<file path="src/pin_router_pkg.sv">
// Purpose: Constants, carriers and helpers for the multifunction pin router
// Assumes: One clock, synchronous active-low global reset
// Notes: Tags below mark the logic for each rule
// Operation
// - Terminal 6: clock-run request or IRQ2..IRQ15
// - Terminal 5: gpio4, IRQs, audio, LEDs, event
// - Terminal 4: gpio3, IRQs, audio, ring, LED, event
// - Terminal 3: serial IRQ or IRQ4..15, reset 0001
// - Terminal 2: gpio2, DMA request, IRQs, test_observe_mux
// - Terminal 1: gpio1, INTB, IRQs, audio, LEDs
// - Terminal 0: gpio0, INTA, IRQs, audio, LEDs
// - Routing bits 31..28 read zero, ignore writes
// - Select fields reset only on global reset
// - Routing value may preload from serial EEPROM
// - Input-routed level visible, change sets status
// - Output-routed terminal drives general output bit
package pin_router_pkg;

	localparam int          TERMINALS      = 7;
	localparam int          GP_BITS        = 5;
	localparam int          SEL_W          = 4;

	localparam logic [7:0]  ROUTE_OFFSET   = 8'h8c;
	localparam logic [7:0]  GPI_DATA_OFFSET = 8'h80;
	localparam logic [7:0]  GPI_STS_OFFSET = 8'h84;
	localparam logic [7:0]  GPO_OFFSET     = 8'h88;

	localparam logic [31:0] ROUTE_RESET    = 32'h0000_1000;
	localparam logic [31:0] ROUTE_WR_MASK  = 32'h0fff_ffff;
	localparam logic [4:0]  GPO_RESET      = 5'h00;
	localparam logic [4:0]  GPI_STS_RESET  = 5'h00;

	localparam logic [3:0]  CODE_GP_IN     = 4'h0;
	localparam logic [3:0]  CODE_GP_OUT    = 4'h1;

	// Codes that drive the terminal, one bit per code
	localparam logic [15:0] DRIVE_MASK_6   = 16'hfffe;
	localparam logic [15:0] DRIVE_MASK_5   = 16'hf732;
	localparam logic [15:0] DRIVE_MASK_4   = 16'hfb32;
	localparam logic [15:0] DRIVE_MASK_3   = 16'hfff2;
	localparam logic [15:0] DRIVE_MASK_2   = 16'hff3e;
	localparam logic [15:0] DRIVE_MASK_1   = 16'hff2e;
	localparam logic [15:0] DRIVE_MASK_0   = 16'hff3e;

	typedef struct packed {
		logic [7:0]  addr;
		logic [31:0] wdata;
		logic        wr;
		logic        rd;
	} reg_req_t;

	typedef struct packed {
		logic [15:0] irq_lines;
		logic        clkrun_req;
		logic        serial_irq;
		logic        inta;
		logic        intb;
		logic        intc;
		logic        card_audio_pwm;
		logic        socket0_led;
		logic        socket1_led;
		logic        socket_activity_led;
		logic        general_event_out;
		logic        ring_indicate_out;
		logic        pc_pci_dma_request;
		logic        test_observe_mux;
	} src_t;

	function automatic logic [31:0] route_mask(input logic [31:0] v);
		return v & ROUTE_WR_MASK;
	endfunction

endpackage

</file>
<file path="src/pin_in_sync.sv">
// Purpose: Two-flop synchroniser for terminal input levels
// Assumes: Inputs are asynchronous pins
// Notes: Only the second flop is visible outside
`timescale 1ns/1ns
`default_nettype none
module pin_in_sync #(
	parameter int WIDTH = 7
) (
	input  wire logic             clk,
	input  wire logic             rst_b,
	input  wire logic [WIDTH-1:0] async_in,
	output var  logic [WIDTH-1:0] sync_out
);
	logic [WIDTH-1:0] meta_q;

	always_ff @(posedge clk) begin
		if (!rst_b) begin
			meta_q   <= '0;
			sync_out <= '0;
		end else begin
			meta_q   <= async_in;
			sync_out <= meta_q;
		end
	end
endmodule // pin_in_sync
`default_nettype wire

</file>
<file path="src/pin_slot.sv">
// Purpose: Selects the source and enable for one terminal
// Assumes: Candidate index equals the select code
// Notes: Purely combinational, registered by the parent
`timescale 1ns/1ns
`default_nettype none
module pin_slot #(
	parameter logic [15:0] DRIVE_MASK = 16'hffff
) (
	input  wire logic [3:0]  sel,
	input  wire logic [15:0] cand,
	output var  logic        drv,
	output var  logic        oe
);
	always_comb begin
		oe  = DRIVE_MASK[sel];
		drv = oe & cand[sel];
	end
endmodule // pin_slot
`default_nettype wire

</file>
<file path="src/multifunction_pin_router.sv">
// Purpose: Routes internal signals onto seven multifunction terminals
// Assumes: Register port with read data one cycle after the strobe
// Notes: All state resets only on rst_b, the global reset
`timescale 1ns/1ns
`default_nettype none
module multifunction_pin_router (
	input  wire logic                         clk,
	input  wire logic                         rst_b,
	input  wire pin_router_pkg::reg_req_t     req,
	output var  logic [31:0]                  reg_rdata,
	input  wire logic                         eeprom_load_valid,
	input  wire logic [31:0]                  eeprom_load_data,
	input  wire pin_router_pkg::src_t         src,
	input  wire logic [6:0]                   pin_in,
	output var  logic [6:0]                   pin_out,
	output var  logic [6:0]                   pin_oe
);
	logic [31:0] route_q;
	logic [4:0]  gpo_q;
	logic [4:0]  gpi_data_q;
	logic [4:0]  gpi_last_q;
	logic [4:0]  gpi_sts_q;
	logic [6:0]  pin_sync;
	logic [4:0]  gpi_level;
	logic [4:0]  gpi_en;
	logic [4:0]  gpi_change;
	logic [15:0] cand [7];
	logic [6:0]  slot_drv;
	logic [6:0]  slot_oe;
	logic        wr_route;
	logic        wr_gpo;
	logic        wr_sts;
	logic [2:0]  settle_q;

	// Select fields
	logic [3:0] sel6, sel5, sel4, sel3, sel2, sel1, sel0;
	assign sel6 = route_q[27:24];
	assign sel5 = route_q[23:20];
	assign sel4 = route_q[19:16];
	assign sel3 = route_q[15:12];
	assign sel2 = route_q[11:8];
	assign sel1 = route_q[7:4];
	assign sel0 = route_q[3:0];

	assign wr_route = req.wr && (req.addr == pin_router_pkg::ROUTE_OFFSET);
	assign wr_gpo   = req.wr && (req.addr == pin_router_pkg::GPO_OFFSET);
	assign wr_sts   = req.wr && (req.addr == pin_router_pkg::GPI_STS_OFFSET);

	// Routing register, global reset only
	always_ff @(posedge clk) begin
		if (!rst_b) begin
			route_q <= pin_router_pkg::ROUTE_RESET;
		end else if (wr_route) begin
			route_q <= pin_router_pkg::route_mask(req.wdata);
		end else if (eeprom_load_valid) begin
			route_q <= pin_router_pkg::route_mask(eeprom_load_data);
		end
	end

	// General output data
	always_ff @(posedge clk) begin
		if (!rst_b) begin
			gpo_q <= pin_router_pkg::GPO_RESET;
		end else if (wr_gpo) begin
			gpo_q <= req.wdata[4:0];
		end
	end

	pin_in_sync #(
		.WIDTH    (7)
	) u_sync (
		.clk      (clk),
		.rst_b    (rst_b),
		.async_in (pin_in),
		.sync_out (pin_sync)
	);

	// General inputs live on terminals 0, 1, 2, 4 and 5
	assign gpi_level = {pin_sync[5], pin_sync[4], pin_sync[2:0]};
	assign gpi_en[0] = (sel0 == pin_router_pkg::CODE_GP_IN);
	assign gpi_en[1] = (sel1 == pin_router_pkg::CODE_GP_IN);
	assign gpi_en[2] = (sel2 == pin_router_pkg::CODE_GP_IN);
	assign gpi_en[3] = (sel4 == pin_router_pkg::CODE_GP_IN);
	assign gpi_en[4] = (sel5 == pin_router_pkg::CODE_GP_IN);
	assign gpi_change = gpi_en & (gpi_level ^ gpi_last_q)
		& {5{settle_q[2]}};

	// Masks first samples after reset, no false change
	always_ff @(posedge clk) begin
		if (!rst_b) begin
			settle_q <= 3'h0;
		end else begin
			settle_q <= {settle_q[1:0], 1'b1};
		end
	end

	// Input level tracking, ignored when not routed as input
	always_ff @(posedge clk) begin
		if (!rst_b) begin
			gpi_data_q <= 5'h00;
			gpi_last_q <= 5'h00;
		end else begin
			gpi_data_q <= gpi_en & gpi_level;
			gpi_last_q <= gpi_level;
		end
	end

	// Change status, write one to clear, set wins
	always_ff @(posedge clk) begin
		if (!rst_b) begin
			gpi_sts_q <= pin_router_pkg::GPI_STS_RESET;
		end else begin
			gpi_sts_q <= (gpi_sts_q & ~(wr_sts ? req.wdata[4:0] : 5'h00))
				| gpi_change;
		end
	end

	// Candidate sources, index is the select code
	assign cand[6] = {src.irq_lines[15:2], src.clkrun_req, 1'b0};
	assign cand[5] = {src.irq_lines[15], src.general_event_out,
		src.socket_activity_led, src.socket0_led, 1'b0,
		src.irq_lines[10], src.irq_lines[9], src.card_audio_pwm,
		2'b00, src.irq_lines[5], src.irq_lines[4], 2'b00,
		gpo_q[4], 1'b0};
	assign cand[4] = {src.irq_lines[15], src.general_event_out,
		src.socket_activity_led, src.ring_indicate_out,
		src.irq_lines[11], 1'b0, src.irq_lines[9], src.card_audio_pwm,
		2'b00, src.irq_lines[5], src.irq_lines[4], 2'b00,
		gpo_q[3], 1'b0};
	assign cand[3] = {src.irq_lines[15:4], 2'b00, src.serial_irq,
		1'b0};
	assign cand[2] = {src.irq_lines[7], src.general_event_out,
		src.test_observe_mux, src.ring_indicate_out, src.intc,
		src.irq_lines[10], src.irq_lines[9], src.card_audio_pwm,
		2'b00, src.irq_lines[5], src.irq_lines[4], src.irq_lines[3],
		src.pc_pci_dma_request, gpo_q[2], 1'b0};
	assign cand[1] = {src.irq_lines[15], src.general_event_out,
		src.socket1_led, src.socket0_led, src.irq_lines[11],
		src.irq_lines[10], src.irq_lines[9], src.card_audio_pwm,
		2'b00, src.irq_lines[5], 1'b0, src.irq_lines[3], src.intb,
		gpo_q[1], 1'b0};
	assign cand[0] = {src.irq_lines[15], src.general_event_out,
		src.socket1_led, src.socket0_led, src.irq_lines[11],
		src.irq_lines[10], src.irq_lines[9], src.card_audio_pwm,
		2'b00, src.irq_lines[5], src.irq_lines[4], src.irq_lines[3],
		src.inta, gpo_q[0], 1'b0};

	pin_slot #(.DRIVE_MASK(pin_router_pkg::DRIVE_MASK_6)) u_slot6 (
		.sel (sel6),
		.cand(cand[6]),
		.drv (slot_drv[6]),
		.oe  (slot_oe[6])
	);
	pin_slot #(.DRIVE_MASK(pin_router_pkg::DRIVE_MASK_5)) u_slot5 (
		.sel (sel5),
		.cand(cand[5]),
		.drv (slot_drv[5]),
		.oe  (slot_oe[5])
	);
	pin_slot #(.DRIVE_MASK(pin_router_pkg::DRIVE_MASK_4)) u_slot4 (
		.sel (sel4),
		.cand(cand[4]),
		.drv (slot_drv[4]),
		.oe  (slot_oe[4])
	);
	pin_slot #(.DRIVE_MASK(pin_router_pkg::DRIVE_MASK_3)) u_slot3 (
		.sel (sel3),
		.cand(cand[3]),
		.drv (slot_drv[3]),
		.oe  (slot_oe[3])
	);
	pin_slot #(.DRIVE_MASK(pin_router_pkg::DRIVE_MASK_2)) u_slot2 (
		.sel (sel2),
		.cand(cand[2]),
		.drv (slot_drv[2]),
		.oe  (slot_oe[2])
	);
	pin_slot #(.DRIVE_MASK(pin_router_pkg::DRIVE_MASK_1)) u_slot1 (
		.sel (sel1),
		.cand(cand[1]),
		.drv (slot_drv[1]),
		.oe  (slot_oe[1])
	);
	pin_slot #(.DRIVE_MASK(pin_router_pkg::DRIVE_MASK_0)) u_slot0 (
		.sel (sel0),
		.cand(cand[0]),
		.drv (slot_drv[0]),
		.oe  (slot_oe[0])
	);

	// Registered terminal drive, reserved and input codes stay off
	always_ff @(posedge clk) begin
		if (!rst_b) begin
			pin_out <= 7'h00;
			pin_oe  <= 7'h00;
		end else begin
			pin_out <= slot_drv;
			pin_oe  <= slot_oe;
		end
	end

	// Read data for one cycle after the strobe, zero otherwise
	always_ff @(posedge clk) begin
		if (!rst_b) begin
			reg_rdata <= 32'h0000_0000;
		end else if (!req.rd) begin
			reg_rdata <= 32'h0000_0000;
		end else if (req.addr == pin_router_pkg::ROUTE_OFFSET) begin
			reg_rdata <= pin_router_pkg::route_mask(route_q);
		end else if (req.addr == pin_router_pkg::GPI_DATA_OFFSET) begin
			reg_rdata <= {27'h0000000, gpi_data_q};
		end else if (req.addr == pin_router_pkg::GPI_STS_OFFSET) begin
			reg_rdata <= {27'h0000000, gpi_sts_q};
		end else if (req.addr == pin_router_pkg::GPO_OFFSET) begin
			reg_rdata <= {27'h0000000, gpo_q};
		end else begin
			reg_rdata <= 32'h0000_0000;
		end
	end
endmodule // multifunction_pin_router
`default_nettype wire

</file>
<file path="config.mk">
export PLATFORM = sky130hd
export DESIGN_NAME = multifunction_pin_router
export DESIGN_NICKNAME = d
export VERILOG_FILES = /design/src/pin_router_pkg.sv /design/src/pin_in_sync.sv /design/src/pin_slot.sv /design/src/multifunction_pin_router.sv
export SDC_FILE = /design/constraint.sdc
export NUM_CORES = 1
export LEC_CHECK = 0
export CORE_MARGIN = 3
export CORE_UTILIZATION = 45
export CTS_CLUSTER_DIAMETER = 200
export DETAILED_ROUTE_END_ITERATION = 12
export DONT_BUFFER_PORTS = 1
export GPL_TIMING_DRIVEN = 0
export PLACE_DENSITY_LB_ADDON = 0.08
export SYNTH_ARGS = -nofsm -noshare
export SYNTH_HDL_FRONTEND = slang
export SYNTH_SLANG_ARGS = --single-unit
</file>
<file path="constraint.sdc">
create_clock -name clk -period 2.1 [get_ports clk]
set_input_delay 0.21 -clock clk [delete_from_list [all_inputs] [get_ports clk]]
set_output_delay 0.21 -clock clk [all_outputs]
set_load 0.01 [all_outputs]
</file>
==> reports/metrics.csv <==
stage;metric;value;unit
outcome;outcome;finished, final reports clean;
detailed_routing;Vias/cell;5.737;
global_routing;initial antenna violation count;1;
timing;Slew headroom;52.11;%
timing;fmax;511.5;MHz
timing;final hold violations;0;
timing;Final setup viols;0;
power_and_ir_drop;Peak VDD IR;401.4;uV
power_and_ir_drop;Leak;2.148;nW
layout;fillcell total;963;
layout;antenna cells;0;
global_routing;first-pass GRT wire length;20470;um
cts;clock slew at reported path FFs;100;ps
timing;Final Max Slew Viols;0;
timing;min Tclk post-route;1955;ps
detailed_routing;DRC;0;
detailed_routing;Via Count;3643;
placement;hpwl dp;10290;um
floorplan;die span in x;109.5;um
yosys;Mapped Area;4816;um^2
min_path;hold path cells;2;
yosys;ys flop type;dfxtp_1;
floorplan;die height;109.5;um
cts;CTS HTree Levels;3;
yosys;Syn Area/Cell;10.33;um^2
worst_setup_path;crit-path max FO;10;
detailed_routing;wire length per cell;21.81;um
global_routing;number of global-route vias before repair;3559;
yosys;EDFF count, synth;0;
detailed_routing;First DRT Iteration DRCs;255;
timing;period utilization;93.09;%
placement;global placer's final weighted congestion;0.9179;
global_routing;grt ovf;0;
min_path;HP Class;in -> reg;
yosys;Mapped Cells;466;
worst_setup_path;CP Launch Type;input port;
timing;RSZ-0062 raised after global routing;false;
timing;setup tns final;0;ps
global_routing;largest net degree at the start of global routing;18;
cts;clk root buf;clkbuf_8;
worst_setup_path;Critical Path RT;2340;ps
floorplan;row count;37;
cts;# clock sinks;110;
yosys;Ys Warns;0;
placement;PortBufs;0;
detailed_routing;final wirelength;13850;um
layout;NumNets Final;607;
layout;most frequent cells in the layout;dfxtp_1 (110), and2_1 (55), mux2i_1 (42), nor2_1 (34), mux4_2 (21);
floorplan;Initial Util;46.44;%
cts;Clock Path Buffers;2;
power_and_ir_drop;P per Cell Area;784.5;nW/um^2
cts;Skew-Pair Late Insertion Delay;390;ps
worst_setup_path;FF-to-FF path depth;3;
timing;setup ws final;145.1;ps
flow_run;max_cap viols;0;
floorplan;I/O pin count;159;
global_routing;Total GRT Usage;23.29;%
cts;CTS tree;built;
detailed_routing;First-pass DRT Iterations;4;
yosys;Post-synth ARST share;0;%
yosys;#FFs+latches synth;110;
detailed_routing;Antenna Nets Post-Route;0;
worst_setup_path;Crit. End Element;flop;
layout;Area Overhead vs Synth;12.65;%
timing;clk_skew;10.93;ps
yosys;register area share after synthesis;45.73;%
timing;Worst-Margin Slew;718.4;ps
layout;share of layout cells above drive strength 1;13.03;%
layout;commonest non-fill, non-tap cell in the layout;dfxtp_1;
cts;TritonCTS buffer count;9;
worst_setup_path;Worst Path Arrival;2200;ps
yosys;Synth cell types;47;
placement;Setup WS pre-CTS;-759.4;ps
worst_setup_path;crit path kind;in -> reg;
floorplan;core outline area;10370;um^2
floorplan;Die ar.;11980;um^2
-- cells in the mapped netlist (all sizes together) (2+ instances only) --
cell type	number	area [um^2]
nor4	7	43.79
o21ai	16	80.07
a21oi	15	75.07
nor3	7	35.03
clkbuf	21	78.83
mux4	21	473.0
nor3b	5	42.54
nand3b	4	30.03
xor2	5	43.79
nand3	11	55.05
nand2	18	67.56
buf	13	93.84
dfxtp	110	2202
mux2	13	150.1
mux2i	42	420.4
or4	2	18.77
a31oi	5	31.28
nor2	35	133.9
a211oi	17	132.6
o311ai	3	26.28
and2	55	344.1
inv	16	60.06
nor2b	10	62.56
-- critical path, cell delays in order --
cell	delay [ps]
clkbuf_1	350
nand3b_1	260
or3_1	490
buf_6	170
buf_6	150
buf_6	150
o21ai_0	230
o2111ai_1	170
-- metal layers --
layer / part of all wire, % / global-route usage [%]
met1: 41 / 30.49
met2: 47 / 36.36
met3: 9.4 / 5.402
met4: 3.4 / 11.04
met5: 0.094 / 0
-- cells by family (layout without fill, tap and decap cells) --
family,Yosys count,after routing,synth area share [%]
xor gates and xnor gates,5,5,0.9093
DFF,110,110,45.73
muxes,76,76,21.67
other,1,4,0.07787
AOI/OAI and AO/OA,65,65,8.704
buffers and inverters,50,80,4.833
and+or+nand+nor,159,159,18.08
-- layout make-up --
cell class | count | area [um^2] | share of cell area [%]
multi-input cells | 309 | 2404 | 44.30
flip-flops and latches | 110 | 2202 | 40.59
repair buffers | 17 | 170.2 | 3.137
well taps | 136 | 170.2 | 3.137
plain buffers | 31 | 163.9 | 3.021
clock buffers | 11 | 151.4 | 2.791
clock inverters | 5 | 103.9 | 1.914
inverters | 16 | 60.06 | 1.107
-- through the flow --
stage / cell area, um^2 / hold WS (ps) / power (W) / instances / utilization, %
final: 5425 / 10.95 / 0.004256 / 635 / 52.32
after global routing: 5425 / 17.51 / 0.004413 / 635 / 52.32
after CTS: 5429 / 0.8583 / 0.004283 / 638 / 52.35
after detailed placement: 4997 / 237.9 / 0.002678 / 605 / 48.19
after global placement: 4997 / 237.9 / 0.002669 / 605 / 48.19
after floorplan: 4827 / 237.7 / 0.002580 / 469 / -
-- state kept, by name, summed over array words and instances, names as in the netlist, 7 cells and up --
register   flops
reg_rdata     28
route_q       28
pin_oe         7
pin_out        7
-- final timing paths --
kind | slack, ps | startpoint | endpoint
max | 150 | req[37] | u_slot3.oe
min | 10 | req[11] | route_q[9]
max reg2reg | 210 | route_q[0] | pin_out[0]
min reg2reg | 430 | settle_q[0] | settle_q[1]
-- power breakdown --
part / switching (W) / internal [W]
Clock: 0.000737 / 0.000860
Sequential: 0.0000753 / 0.00217
Combinational: 0.000197 / 0.000220
-- timing repair --
action,CTS,global route
hold buffers,17,0
resized for setup,2,3
gates cloned,0,0
setup buffers,0,0
setup endpoints to repair,8,8
endpoints found under the hold margin,21,0
Power figures use the tool's default switching activity.
